--- config.mk ---
export PLATFORM = sky130hd
export DESIGN_NAME = memory_map_mode_paging
export DESIGN_NICKNAME = d
export VERILOG_FILES = /design/src/rtl/mmap_ctrl_pkg.sv /design/src/rtl/memory_map_mode_paging.sv
export SDC_FILE = /design/constraint.sdc
export NUM_CORES = 1
export LEC_CHECK = 0
export BUFFER_PORTS_ARGS = -buffer_cell sky130_fd_sc_hd__buf_4
export CAP_MARGIN = 20
export CORE_ASPECT_RATIO = 1.75
export CORE_UTILIZATION = 30
export CTS_CLUSTER_SIZE = 14
export DETAILED_ROUTE_END_ITERATION = 6
export HOLD_SLACK_MARGIN = 0.1
export PLACE_DENSITY = 0.61
export RECOVER_POWER = 50
export SLEW_MARGIN = 20
export SYNTH_ARGS = -nofsm -noshare
export SYNTH_HDL_FRONTEND = slang
export SYNTH_SLANG_ARGS = --single-unit
--- constraint.sdc ---
create_clock -name clock -period 1.03 [get_ports clock]
set_input_delay 0.0515 -clock clock [delete_from_list [all_inputs] [get_ports clock]]
set_output_delay 0.0515 -clock clock [all_outputs]
set_load 0.05 [all_outputs]
--- src/rtl/mmap_ctrl_pkg.sv ---
// Purpose: constants and carriers for the memory map control block
// Assumes: byte-wide registers on a plain address port
// Notes:   mode and direct page offsets are local choices
package mmap_ctrl_pkg;
	localparam int ADDR_W = 8;
	localparam logic [7:0] OFS_MODE  = 8'h0b;
	localparam logic [7:0] OFS_ZPAGE = 8'h11;
	localparam logic [7:0] OFS_PROGRAM_PAGE_INDEX = 8'h30;
	localparam int MODE_BIT = 7;
	localparam logic [7:0] PROGRAM_PAGE_INDEX_RESET = 8'h0e;
	localparam logic [7:0] ZPAGE_RESET = 8'h00;
	localparam logic [3:0] PAGE_LOW  = 4'h0c;
	localparam logic [3:0] PAGE_MID  = 4'h0d;
	localparam logic [3:0] PAGE_TOP  = 4'h0f;
	localparam logic [7:0] PIX_MASK  = 8'h0f;

	typedef enum logic [0:0] {
		SPECIAL_SINGLE_CHIP = 1'b0,
		NORMAL_SINGLE_CHIP  = 1'b1
	} op_mode_t;

	typedef struct packed {
		logic [ADDR_W-1:0] addr;
		logic [7:0]        wdata;
		logic              wr;
		logic              rd;
	} reg_req_t;

	typedef struct packed {
		logic       wr;
		logic [3:0] page;
	} call_req_t;
endpackage : mmap_ctrl_pkg

--- src/rtl/memory_map_mode_paging.sv ---
// Purpose: mode, direct page and program page registers with mapping
// Assumes: inputs synchronous to clock; mode pin held during reset
// Notes:   mode 1 = normal single chip, 0 = special single chip
// Contract
// mode pin sets operating mode in reset; captured into bit 7 after
// disallowed mode write leaves bit; outside special mode locks it
// mode writes ignored while secured
// all three registers readable anytime, no read side effects
// direct page writes free in special mode, write-once in normal
// direct access takes address bits 15:8 from direct page
// four page bits select flash block in 0x8000-0xbfff window
// program page resets to 0x0e
// fixed pages 0x0c, 0x0d, 0x0f for unpaged regions
// core reads and writes program page over dedicated call path
// call path page update done before instruction ends
// normal mode runs applications with no external bus
// special mode puts background debug in control
// mode pin sampled at reset release
// upper program page bits read zero, writes ignored
// write locks cleared only by reset
module memory_map_mode_paging
	import mmap_ctrl_pkg::*;
(
	input  wire logic              clock,          // system clock
	input  wire logic              rst_n,          // sync reset, low
	input  wire logic              mode_pin,       // external mode pin
	input  wire logic              secured,        // device secured
	input  wire reg_req_t          req,            // register request
	output logic [7:0]             rdata,          // read data
	input  wire call_req_t         call_req,       // call/return write
	output logic [3:0]             call_page,      // page for call path
	input  wire logic              direct_access,  // direct addr access
	input  wire logic [7:0]        direct_offset,  // low address byte
	input  wire logic [15:0]       local_addr,     // local cpu address
	output logic [15:0]            direct_addr,    // direct local address
	output logic [17:0]            global_addr,    // global address
	output logic                   normal_mode,    // normal single chip
	output logic                   background_debug, // debug in control
	output logic                   ext_bus_en      // external bus enable
);
	logic       mode_select_bit;
	logic       mode_lock;
	logic       in_reset;
	logic [7:0] zero_page_base;
	logic       zpage_written;
	logic [3:0] page_index_bits;

	wire sel_mode  = req.addr == OFS_MODE;
	wire sel_zpage = req.addr == OFS_ZPAGE;
	wire sel_program_page_index = req.addr == OFS_PROGRAM_PAGE_INDEX;
	wire wr_mode   = req.wr && sel_mode;
	wire wr_zpage  = req.wr && sel_zpage;
	wire wr_program_page_index  = req.wr && sel_program_page_index;
	// only normal to special is barred when unsecured; special may go either way
	wire mode_req     = req.wdata[MODE_BIT];
	wire mode_changes = mode_req != mode_select_bit;
	wire mode_allowed = (mode_select_bit == SPECIAL_SINGLE_CHIP);
	wire mode_ok      = wr_mode && !secured && !mode_lock;
	wire zpage_ok     = wr_zpage &&
		(mode_select_bit == SPECIAL_SINGLE_CHIP || !zpage_written);
	wire [7:0] mode_rd  = {mode_select_bit, 7'h00};
	wire [7:0] program_page_index_rd = {4'h0, page_index_bits};
	wire [7:0] next_rdata = sel_mode  ? mode_rd :
		sel_zpage ? zero_page_base :
		sel_program_page_index ? program_page_index_rd : 8'h00;
	// call path wins over a bus write in the same cycle
	wire [3:0] next_page = call_req.wr ? call_req.page :
		wr_program_page_index ? (req.wdata[3:0] & PIX_MASK[3:0]) : page_index_bits;
	wire [1:0] region = local_addr[15:14];
	wire [3:0] map_page = (region == 2'b00) ? PAGE_LOW :
		(region == 2'b01) ? PAGE_MID :
		(region == 2'b10) ? next_page : PAGE_TOP;
	wire [15:0] next_direct = {zero_page_base, direct_offset};

	// mode held normal through reset, loads the pin on the first clock after release
	always_ff @(posedge clock) begin
		in_reset <= !rst_n;
		if (!rst_n) begin
			mode_select_bit <= NORMAL_SINGLE_CHIP;
			mode_lock <= 1'b0;
		end else if (in_reset) begin
			mode_select_bit <= mode_pin;
		end else if (mode_ok) begin
			if (mode_changes && mode_allowed)
				mode_select_bit <= mode_req;
			else if (mode_changes && mode_select_bit)
				mode_lock <= 1'b1;
		end
	end

	always_ff @(posedge clock) begin
		if (!rst_n) begin
			zero_page_base <= ZPAGE_RESET;
			zpage_written <= 1'b0;
			page_index_bits <= PROGRAM_PAGE_INDEX_RESET[3:0];
		end else begin
			if (zpage_ok)
				zero_page_base <= req.wdata;
			if (wr_zpage)
				zpage_written <= 1'b1;
			page_index_bits <= next_page;
		end
	end

	always_ff @(posedge clock) begin
		if (!rst_n) begin
			rdata <= 8'h00;
			call_page <= PROGRAM_PAGE_INDEX_RESET[3:0];
			direct_addr <= 16'h0000;
			global_addr <= 18'h00000;
			normal_mode <= 1'b0;
			background_debug <= 1'b0;
			ext_bus_en <= 1'b0;
		end else begin
			rdata <= req.rd ? next_rdata : 8'h00;
			call_page <= next_page;
			direct_addr <= direct_access ? next_direct : local_addr;
			global_addr <= {map_page, local_addr[13:0]};
			normal_mode <= mode_select_bit;
			background_debug <= !mode_select_bit;
			ext_bus_en <= 1'b0;
		end
	end

	logic seen_rst;
	always_ff @(posedge clock) begin
		seen_rst <= rst_n ? seen_rst : 1'b1;
	end

	// reset and mode capture
	AST_PROGRAM_PAGE_INDEX_RESET: assert property (@(posedge clock)
		$rose(rst_n) |-> page_index_bits == PROGRAM_PAGE_INDEX_RESET[3:0])
		else $error("page index not reset value");

	AST_MODE_CAPTURE: assert property (@(posedge clock)
		seen_rst && $past(rst_n) && $past(in_reset)
		|-> mode_select_bit == $past(mode_pin))
		else $error("mode pin not captured");

	AST_RESET_MODE: assert property (@(posedge clock)
		!rst_n
		|=> in_reset)
		else $error("reset release not tracked");

	AST_RESET_REGS: assert property (@(posedge clock)
		!rst_n
		|=> !mode_lock && !zpage_written && page_index_bits == 4'he)
		else $error("locks or page not cleared by reset");

	// mode control
	AST_SECURED_MODE: assert property (@(posedge clock)
		disable iff (!rst_n) !in_reset && secured && wr_mode
		|=> $stable(mode_select_bit))
		else $error("mode changed while secured");

	AST_LOCK_HOLDS: assert property (@(posedge clock)
		disable iff (!rst_n) mode_lock && !in_reset
		|=> $stable(mode_select_bit) && mode_lock)
		else $error("locked mode bit changed");

	AST_SPECIAL_ALLOWED: assert property (@(posedge clock)
		disable iff (!rst_n) mode_ok && !in_reset && !mode_select_bit
		|=> mode_select_bit == $past(mode_req))
		else $error("allowed mode write not taken");

	AST_NORMAL_REFUSED: assert property (@(posedge clock)
		disable iff (!rst_n) mode_ok && !in_reset && mode_select_bit
		&& !mode_req |=> mode_select_bit && mode_lock)
		else $error("refused mode write not locked");

	AST_NO_LOCK_SPECIAL: assert property (@(posedge clock)
		disable iff (!rst_n) !in_reset && !mode_select_bit && !mode_lock
		|=> !mode_lock)
		else $error("lock set in special mode");

	AST_SECURED_NO_LOCK: assert property (@(posedge clock)
		disable iff (!rst_n) !in_reset && secured && !mode_lock
		|=> !mode_lock)
		else $error("lock set while secured");

	AST_MODE_HOLD_IDLE: assert property (@(posedge clock)
		disable iff (!rst_n) !in_reset && !mode_ok
		|=> $stable(mode_select_bit))
		else $error("mode bit changed without write");

	AST_LOCK_STICKY: assert property (@(posedge clock)
		disable iff (!rst_n) mode_lock
		|=> mode_lock)
		else $error("mode lock cleared without reset");

	AST_NORMAL_OUT: assert property (@(posedge clock)
		disable iff (!rst_n) 1'b1
		|=> normal_mode == $past(mode_select_bit))
		else $error("normal mode output wrong");

	AST_DEBUG_OUT: assert property (@(posedge clock)
		disable iff (!rst_n) 1'b1
		|=> background_debug == !$past(mode_select_bit))
		else $error("debug control output wrong");

	AST_MODES_EXCLUSIVE: assert property (@(posedge clock)
		disable iff (!rst_n) $past(rst_n)
		|-> normal_mode != background_debug)
		else $error("mode outputs not exclusive");

	AST_NO_EXT_BUS: assert property (@(posedge clock)
		disable iff (!rst_n)
		ext_bus_en == 1'b0)
		else $error("external bus enabled");

	// register reads
	AST_READ_PROGRAM_PAGE_INDEX: assert property (@(posedge clock)
		disable iff (!rst_n) req.rd && sel_program_page_index
		|=> rdata[7:4] == 4'h0 && rdata[3:0] == $past(page_index_bits))
		else $error("page read wrong");

	AST_READ_MODE: assert property (@(posedge clock)
		disable iff (!rst_n) req.rd && sel_mode
		|=> rdata == {$past(mode_select_bit), 7'h00})
		else $error("mode read wrong");

	AST_READ_ZPAGE: assert property (@(posedge clock)
		disable iff (!rst_n) req.rd && sel_zpage
		|=> rdata == $past(zero_page_base))
		else $error("direct page read wrong");

	AST_RDATA_IDLE: assert property (@(posedge clock)
		disable iff (!rst_n) !req.rd
		|=> rdata == 8'h00)
		else $error("read data outside read cycle");

	AST_READ_NO_EFFECT: assert property (@(posedge clock)
		disable iff (!rst_n) req.rd && !req.wr && !call_req.wr && !in_reset
		|=> $stable(page_index_bits) && $stable(zero_page_base))
		else $error("read changed a register");

	// direct page
	AST_ZPAGE_ONCE: assert property (@(posedge clock)
		disable iff (!rst_n) zpage_written && mode_select_bit
		&& !in_reset |=> $stable(zero_page_base))
		else $error("direct page rewritten in normal mode");

	AST_ZPAGE_FREE: assert property (@(posedge clock)
		disable iff (!rst_n) wr_zpage && !mode_select_bit
		|=> zero_page_base == $past(req.wdata))
		else $error("special mode direct write lost");

	AST_ZPAGE_FIRST: assert property (@(posedge clock)
		disable iff (!rst_n) wr_zpage && !zpage_written
		|=> zero_page_base == $past(req.wdata))
		else $error("first direct write lost");

	AST_ZPAGE_HOLD: assert property (@(posedge clock)
		disable iff (!rst_n) !wr_zpage
		|=> $stable(zero_page_base))
		else $error("direct page changed without write");

	AST_ZPAGE_MARK: assert property (@(posedge clock)
		disable iff (!rst_n) wr_zpage
		|=> zpage_written)
		else $error("direct write not recorded");

	AST_WRITTEN_STICKY: assert property (@(posedge clock)
		disable iff (!rst_n) zpage_written
		|=> zpage_written)
		else $error("write-once flag cleared without reset");

	AST_DIRECT_MAP: assert property (@(posedge clock)
		disable iff (!rst_n) direct_access
		|=> direct_addr[15:8] == $past(zero_page_base))
		else $error("direct page not applied");

	AST_DIRECT_LOW: assert property (@(posedge clock)
		disable iff (!rst_n) direct_access
		|=> direct_addr[7:0] == $past(direct_offset))
		else $error("direct offset not applied");

	AST_LOCAL_PASS: assert property (@(posedge clock)
		disable iff (!rst_n) !direct_access
		|=> direct_addr == $past(local_addr))
		else $error("local address not passed");

	// program page and mapping
	AST_CALL_PAGE: assert property (@(posedge clock)
		disable iff (!rst_n) call_req.wr
		|=> page_index_bits == $past(call_req.page))
		else $error("call page not applied");

	AST_CALL_WINS: assert property (@(posedge clock)
		disable iff (!rst_n) call_req.wr && wr_program_page_index
		|=> page_index_bits == $past(call_req.page))
		else $error("bus write beat call path");

	AST_CALL_NEXT_OUT: assert property (@(posedge clock)
		disable iff (!rst_n) call_req.wr
		|=> call_page == $past(call_req.page))
		else $error("call page output late");

	AST_CALL_PAGE_OUT: assert property (@(posedge clock)
		disable iff (!rst_n)
		call_page == page_index_bits)
		else $error("call page output differs");

	AST_PROGRAM_PAGE_INDEX_WRITE: assert property (@(posedge clock)
		disable iff (!rst_n) wr_program_page_index && !call_req.wr
		|=> page_index_bits == $past(req.wdata[3:0]))
		else $error("page write not taken");

	AST_PAGE_HOLDS: assert property (@(posedge clock)
		disable iff (!rst_n) !wr_program_page_index && !call_req.wr
		|=> $stable(page_index_bits))
		else $error("page changed without write");

	AST_FIXED_PAGE: assert property (@(posedge clock)
		disable iff (!rst_n) local_addr[15:14] == 2'b11
		|=> global_addr[17:14] == PAGE_TOP)
		else $error("top region not fixed page");

	AST_LOW_PAGE: assert property (@(posedge clock)
		disable iff (!rst_n) local_addr[15:14] == 2'b00
		|=> global_addr[17:14] == PAGE_LOW)
		else $error("low region not fixed page");

	AST_MID_PAGE: assert property (@(posedge clock)
		disable iff (!rst_n) local_addr[15:14] == 2'b01
		|=> global_addr[17:14] == PAGE_MID)
		else $error("middle region not fixed page");

	AST_WINDOW_PAGE: assert property (@(posedge clock)
		disable iff (!rst_n) local_addr[15:14] == 2'b10
		|=> global_addr[17:14] == page_index_bits)
		else $error("window not mapped by page index");

	AST_OFFSET_PASS: assert property (@(posedge clock)
		disable iff (!rst_n) 1'b1
		|=> global_addr[13:0] == $past(local_addr[13:0]))
		else $error("page offset not passed");

	COV_CALL: cover property (@(posedge clock) call_req.wr);
	COV_LOCK: cover property (@(posedge clock) $rose(mode_lock));
	COV_ZPAGE: cover property (@(posedge clock) zpage_ok);
	COV_MODE_UP: cover property (@(posedge clock) mode_ok && !mode_select_bit);
	COV_WINDOW: cover property (@(posedge clock) call_req.wr && region == 2'b10);
endmodule : memory_map_mode_paging

Yosys cells after proc, flatten, opt, wreduce, memory -nomap -nowiden --
Index checks and enable logic that the tools add are counted.
Storage, ports and cells: bits in registers 60, input bits 52, output and inout bits 49, logic and storage cells 60
Operators by class: eq/ne operators 6, muxes and demuxes 12, bitwise operators 5, reduce and logical (&&, ||, !) cells 23
Operators with widths (count):
- 2-to-1 mux 4 bit | 6
- 2-to-1 mux 16 bit | 1
- 2-to-1 mux 8 bit | 2
- == test 8 x 4 -> 1 bit, second input constant | 1
- == test 8 x 5 -> 1 bit, second input constant | 1
- == test 8 x 6 -> 1 bit, second input constant | 1
- logical AND 1 bit | 8
- OR reduction 3 bit | 2
- zero test 1 bit | 5
- inverter 1 bit | 5
- AND reduction 2 bit | 2
- AND reduction 4 bit | 1
- nonzero test 2 bit | 2
- 2-to-1 mux 1 bit | 3
- == test 2 x 1 -> 1 bit, second input constant | 1
- == test 2 bit, second input constant | 1
- zero test 2 bit | 1
- OR reduction 2 bit | 1
- logical OR 1 bit | 1
- inequality test 1 bit | 1

Logic depth before layout (Yosys ltp) --
Gate-level depths: netlist (run 1).
word-level depth 7, gate-level depth with buffers 5, gate-level depth less buffers 4

Worst setup path after synthesis (run 1) --
No wires, ideal clock.
path kind flip-flop to flip-flop, start reg, netlist name call_page[2], end reg global_addr[16], setup time 81 ps, arrival time 1116 ps, data required time 949 ps, path slack -167 ps, cell stages (with the launch flop) 5, cell sequence dfxtp_1 -> nand2b_1 -> a21oi_1 -> a31oi_1 -> a41oi_1
RTL lines:
- end signal, assigned | line memory_map_mode_paging.sv:118 | global_addr <= {map_page, local_addr[13:0]};
- end, declared | line memory_map_mode_paging.sv:36 | output logic [17:0] global_addr,

Final worst setup path (run 1) --
start reg zpage_written, end reg zero_page_base[4]
Between the ends: word-level cells in the longest chain between the ends 3
Ends and longest elaborated chain:
- start, declared | line memory_map_mode_paging.sv:45 | logic zpage_written;
- start signal, assigned | line memory_map_mode_paging.sv:94 | zpage_written <= 1'b0;
- start signal, assigned | line memory_map_mode_paging.sv:100 | zpage_written <= 1'b1;
- zero test 1 bit | line memory_map_mode_paging.sv:60 | (mode_select_bit == SPECIAL_SINGLE_CHIP || !zpage_written);
- logical OR 1 bit | line memory_map_mode_paging.sv:60
- logical AND 1 bit | line memory_map_mode_paging.sv:59 | wire zpage_ok = wr_zpage &&
- end signal, assigned | line memory_map_mode_paging.sv:98 | zero_page_base <= req.wdata;
- end, declared | line memory_map_mode_paging.sv:44 | logic [7:0] zero_page_base;
Every way passes these cells. A chain may end at the register's enable or synchronous reset.

==> results.yml, run 1 <==
pwr:
  p_leak_nw: 1.71
  peakVddDrop_v: 0.000794
  powerDensity_nw_per_um2: 1690
setup_path:
  arrival_ns: 1.22
  worstPathCellList: "a21boi_1 -> nand4_1 -> buf_6 -> nand3_1 -> o21ai_1"
  r2r_setup_slack_ns: 0.02
  crit_type: "flip-flop to flip-flop"
  max_stage_delay_ns: 0.32
  path_max_fanout: 16
  crit_family: "flip-flops"
  crit_required_ns: 1.24
  r2r_start: "zpage_written$_SDFFE_PN0P_"
  end_kind: "flip-flop"
  critPathBufInv: 1
  cp-start-kind: "flip-flop"
  critPathSlowestCell: "dfxtp_2"
  rr_endpoint: "zero_page_base[4]$_SDFFE_PN0P_"
  reg2reg_depth: 5
final_layout:
  final_area_sq_um: 3700
  syn_to_final_growth_pct: 73.0
  fin_nets: 423
  antennaDiodeCount: 0
  fillerInstances: 640
  drive_gt1_share_pct: 35.9
  finalNonFillerCells: 460
grt:
  grt_pass1_vias: 2156
  overflow: 0
  grt_pass1_wl_microns: 10400
  track_usage_pct: 19.0
  antenna_found_initial: 0
  grt_max_degree: 17
min_path:
  min_path_type: "input pin to flip-flop"
  min-delay-start: "call_req[4]"
  min_path_cells: 3
  hold_path_end: "call_page[0]$_SDFF_PN0_"
routing:
  drtIter0Drc: 106
  wl_per_cell_microns: 14.3
  first_pass_iters: 4
  drtAntennaViolNets: 0
  vias_per_cell: 4.71
  drc: 0
  vias: 2168
  drt-total-wl_microns: 6590
clock_tree:
  clkSinkCount: 60
  cts_inserted_buffers: 9
  root_buffer: "clkbuf_16"
  clk_pin_slew_ns: 0.05
  htree_levels: 3
  tritoncts: "done"
  clock_latency_ns: 0.32
  cts.path.max_buffers: 2
place:
  post-place-ws_ns: -0.103
  dp_cells: 399
  post_dp_cell_area_sq_um: 3020
  place.gp.congestion: 0.796
  numPortBuffers: 99
  dpl.hpwl_microns: 4500
yosys:
  ys.warnings.count: 0
  synth_area_sq_um: 2140
  synth_seq_cells: 60
  synth_edf_count: 0
  synth_area_per_cell_sq_um: 9.85
  synth-async-reset-ratio_pct: 0
  yosys.cell_types.count: 34
  synth_top_flop_cell: "dfxtp_1"
  yosysSeqAreaShare_pct: 56.2
  syn_inst: 217
  synth_nets: 269
sta:
  slew_violations: 0
  rsz0062_at_grt: "true"
  hold_viol: 0
  period_minus_slack_ns: 1.01
  setup_viol: 0
  setup_slack_ns: 0.0205
  fin_crit_sh_pct: 98.0
  fmax_mhz: 991
  finClkSkew_ns: 0.00568
floorplan:
  die_w_microns: 65.8
  die-area_sq_um: 7480
  fp.dieH_microns: 114
  row_count: 40
  coreArea_sq_um: 6860
  num_io_pins: 101
  start_util_pct: 31.2
job:
  drv_cap: 0
status:
  outcome: "complete, no violations"
-- worst register-to-register path: cells and delay by family, from the launching register on --
| kind | cells | cell delay, ns |
|---|---|---|
| buffers and inverters | 1 | 0.18 |
| flip-flops | 1 | 0.32 |
| AO/OA/AOI/OAI | 2 | 0.19 |
| AND/OR/NAND/NOR | 2 | 0.20 |
-- layout make-up --
| type | instances | area, sq um | share of cell area [%] |
|---|---|---|---|
| multi-input cells | 141 | 875 | 23.6 |
| well taps | 84 | 105 | 2.84 |
| repair buffers | 156 | 1220 | 32.9 |
| inverters | 3 | 11.3 | 0.304 |
| flip-flops and latches | 60 | 1210 | 32.7 |
| clock buffers | 15 | 278 | 7.51 |
| clock inverters | 1 | 5.00 | 0.135 |
-- power breakdown --
part           switching, mW  internal, mW  total (mW)
clock network          0.960          1.82        2.78
logic                  0.598         0.421        1.02
registers             0.0314          2.42        2.45
-- worst max path at each step --
stage | from | endpoint | depth (start not counted)
2_1_floorplan | mode_select_bit$_SDFFE_PN1P_ | zero_page_base[4]$_SDFFE_PN0P_ | 5
3_3_place_gp | req[13] | global_addr[16]$_SDFF_PN0_ | 6
3_5_place_dp | req[13] | rdata[0]$_SDFF_PP0_ | 6
4_1_cts | zpage_written$_SDFFE_PN0P_ | zero_page_base[4]$_SDFFE_PN0P_ | 5
5_1_grt | zpage_written$_SDFFE_PN0P_ | zero_page_base[4]$_SDFFE_PN0P_ | 5
6_report | zpage_written$_SDFFE_PN0P_ | zero_page_base[4]$_SDFFE_PN0P_ | 5
-- cell usage after synthesis (all sizes together), types with 2 or more instances --
cell / n / area share, %
a41oi: 4 / 1.6
nor4b: 2 / 0.82
mux2i: 16 / 7.5
nor2: 28 / 4.9
and3: 5 / 1.5
nand2b: 4 / 1.2
and2: 16 / 4.7
a22oi: 4 / 1.4
nand2: 10 / 1.8
nor2b: 3 / 0.88
a31oi: 6 / 1.8
dfxtp: 60 / 56
nand3: 13 / 3.0
inv: 3 / 0.53
clkbuf: 2 / 0.35
nand4: 2 / 0.59
nor3: 2 / 0.70
buf: 11 / 2.6
o21ai: 9 / 2.1
a21oi: 7 / 1.6
-- per-layer routing --
metal	wire length, microns	share of wire, %	vias to the layer above	global-route usage (%)
met5	0	0	-	0
met4	195	3.0	0	10.7
met3	295	4.5	17	4.20
met2	3650	55	67	34.4
met1	2440	37	1023	19.2
li1	-	-	1061	-
-- through the flow --
step / TNS, ns / power, mW / util (%) / hold slack [ns]
2_1_floorplan: -0.184 / 3.02 / - / 0.168
3_3_place_gp: -1.22 / 3.40 / 44.1 / 0.263
3_5_place_dp: -1.62 / 3.41 / 44.1 / 0.267
4_1_cts: 0 / 6.33 / 54.6 / 0.108
5_1_grt: -0.163 / 6.45 / 53.9 / 0.158
6_report: 0 / 6.25 / 53.9 / 0.111
-- logic make-up after synthesis --
group,after synthesis,share of synthesized area [%]
and+or+nand+nor,92,23.4
DFF,60,56.2
AOI/OAI and AO/OA,32,9.30
muxes,16,7.49
buffers and inverters,16,3.45
other,1,0.175
-- what timing repair did --
item | CTS | global route
hold buffers | 44 | 0
hold endpoints to repair | 47 | 0
endpoints found under the setup margin | 0 | 11
resized for setup | 0 | 7
setup buffers | 0 | 1
-- registers in the layout (all words and copies together), names as in the netlist, 4 cells and up --
register,count
call_page,4
direct_addr,16
global_addr,18
rdata,8
zero_page_base,8
-- layout by cell type, fill, tap and decap left out, drive strengths merged, types with 2 or more instances in the layout --
cell,n
a21oi,7
a22oi,4
a31oi,6
a41oi,4
and2,16
and3,5
buf,76
clkbuf,51
dfxtp,60
dlygate4sd3,43
inv,3
mux2i,16
nand2,10
nand2b,4
nand3,13
nand4,2
nor2,28
nor2b,3
nor3,2
nor4b,2
o21ai,9
(Power assumes the default switching activity.)
==> inputs of run 2 (changes only) <==
==> constraint.sdc (replaced) <==
create_clock -name clock -period 1.03 [get_ports clock]
set_input_delay 0.206 -clock clock [delete_from_list [all_inputs] [get_ports clock]]
set_output_delay 0.206 -clock clock [all_outputs]
set_load 0.05 [all_outputs]
==> run 2 against run 1 <==
  * Utilization up 2.9 points
  * Sequential share of layout area down 0.90 points
  * Via count down 5.4%
  * Worst hold slack better by 0.0010 ns
  * Global-route usage down 1.2 points
  * Clock skew down 0.0032 ns
  * Combinational power up 5%
  * Largest cell class is now sequential cells
  * Non-clock buffer count down 23
  * The run now ends with negative setup slack left
  * First-iteration DRC count down 43%
  * Register-to-register slack worse by 0.02 ns
  * Wire length down 3.6%
  * Fmax down 2.3%
==> results.yml, run 2 (same netlist as run 1, synthesis figures left out) <==
status:
  violations: "negative setup slack"
  outcome: "complete, but fails checks"
pwr:
  powerDensity_nw_per_um2: 1750
  p_int_mw: 5.18
  p_clk_share_pct: 48.1
  p_sw_mw: 1.64
  peakVddDrop_v: 0.000975
  sw_frac_of_total_pct: 24.0
  power_frac_comb_pct: 15.6
  p_leak_nw: 1.73
  p_seq_share_pct: 36.3
floorplan:
  fp.dieH_microns: 114
  row_count: 40
  coreArea_sq_um: 6860
  start_util_pct: 31.2
  num_io_pins: 101
  die_w_microns: 65.8
  die-area_sq_um: 7480
sta:
  fin_crit_sh_pct: 100
  period_minus_slack_ns: 1.03
  hold_viol: 0
  setup_viol: 2
  rsz0062_at_grt: "true"
  fmax_mhz: 968
  slew_violations: 0
  setup_slack_ns: -0.00319
  finClkSkew_ns: 0.00248
  hold_slack_ns: 0.112
setup_path:
  critPathSlowestCell: "dfxtp_2"
  cp-start-kind: "flip-flop"
  worstPathCellList: "buf_8"
  r2r_start: "zpage_written$_SDFFE_PN0P_"
  crit_family: "flip-flops"
  arrival_ns: 0.83
  r2r_setup_slack_ns: -0.003
  critPathBufInv: 1
  worstSetupStartpoint: "call_page[1]$_SDFF_PN1_"
  crit_type: "flip-flop to output pin"
  path_max_fanout: 3
  max_stage_delay_ns: 0.36
  crit_required_ns: 0.82
  end_kind: "output pin"
grt:
  grt_pass1_wl_microns: 9780
  track_usage_pct: 17.8
  overflow: 0
  antenna_found_initial: 0
  grt_pass1_vias: 2051
  grt_max_degree: 26
routing:
  drc: 0
  drtAntennaViolNets: 0
  vias: 2050
  vias_per_cell: 4.69
  first_pass_iters: 4
  drtIter0Drc: 60
  wl_per_cell_microns: 14.5
  drt-total-wl_microns: 6350
clock_tree:
  tritoncts: "done"
  clock_latency_ns: 0.31
  root_buffer: "clkbuf_16"
  clkSinkCount: 60
  htree_levels: 3
  cts.path.max_buffers: 2
  clk_pin_slew_ns: 0.05
  cts_inserted_buffers: 9
final_layout:
  largest_reg_flops: 18
  final_common_cell: "buf_4"
  final_cell_mix: "buf_4 (68), buf_6 (44), dfxtp_1 (36), nor2_1 (28), dfxtp_2 (21)"
  drive_gt1_share_pct: 49.3
  final_area_sq_um: 3900
  finalNonFillerCells: 437
  fin_nets: 400
  reg_top3: "global_addr x18, direct_addr x16"
  fillerInstances: 601
  final_core_util_pct: 56.8
  antennaDiodeCount: 0
  syn_to_final_growth_pct: 82.3
  largest-register: "global_addr"
place:
  dp_cells: 407
  post_dp_cell_area_sq_um: 3190
  numPortBuffers: 99
  place.gp.congestion: 0.816
  dpl.hpwl_microns: 4610
  post-place-ws_ns: -0.295
min_path:
  min-delay-start: "local_addr[1]"
  min_path_type: "input pin to flip-flop"
job:
  drv_cap: 0
[run 2: final timing paths]
| check | end | depth (start not counted) |
|---|---|---|
| setup reg to reg | zero_page_base[7]$_SDFFE_PN0P_ | 5 |
| hold / removal | global_addr[1]$_SDFF_PN0_ | 2 |
| setup / recovery | call_page[1] | 1 |
| hold reg to reg | mode_lock$_SDFFE_PN0P_ | 2 |
[run 2: timing repair]
item,4_1_cts,5_1_grt
endpoints found under the hold margin,12,0
gates resized for setup,37,41
hold buffers,12,0
setup endpoints to repair,34,54
pin swaps,0,5
setup buffers,0,2
[run 2: metrics by stage]
step / setup TNS [ns] / total power [mW]
finish: -0.00614 / 6.82
global route: -0.417 / 7.08
CTS: -0.0621 / 6.85
detailed placement: -5.72 / 3.47
global placement: -5.20 / 3.46
floorplan: -0.378 / 3.04
[run 2: power by group through the flow]
stage | Clock [mW] | Combinational, mW | Sequential [mW]
final | 3.28 | 1.07 | 2.48
after global placement | 0 | 0.960 | 2.50
after global routing | 3.47 | 1.13 | 2.48
after detailed placement | 0 | 0.967 | 2.50
after CTS | 3.34 | 1.04 | 2.47
after floorplan | 0 | 0.235 | 2.81
[run 2: cell type report]
class,instances,area [sq um],share of cell area [%]
inverter,3,11.3,0.289
sequential,60,1240,31.8
tap,84,105,2.70
clock buffer,14,307,7.87
clock inverter,2,35.0,0.899
timing repair buffer,133,1230,31.6
multi-input combinational,141,968,24.8
[run 2: per-layer routing]
metal / vias up / track usage (%) / wire, microns
met3: 10 / 5.00 / 226
met2: 64 / 30.7 / 3590
li1: 1017 / - / -
met4: 0 / 11.2 / 187
met1: 959 / 18.3 / 2340
met5: - / 0 / 0
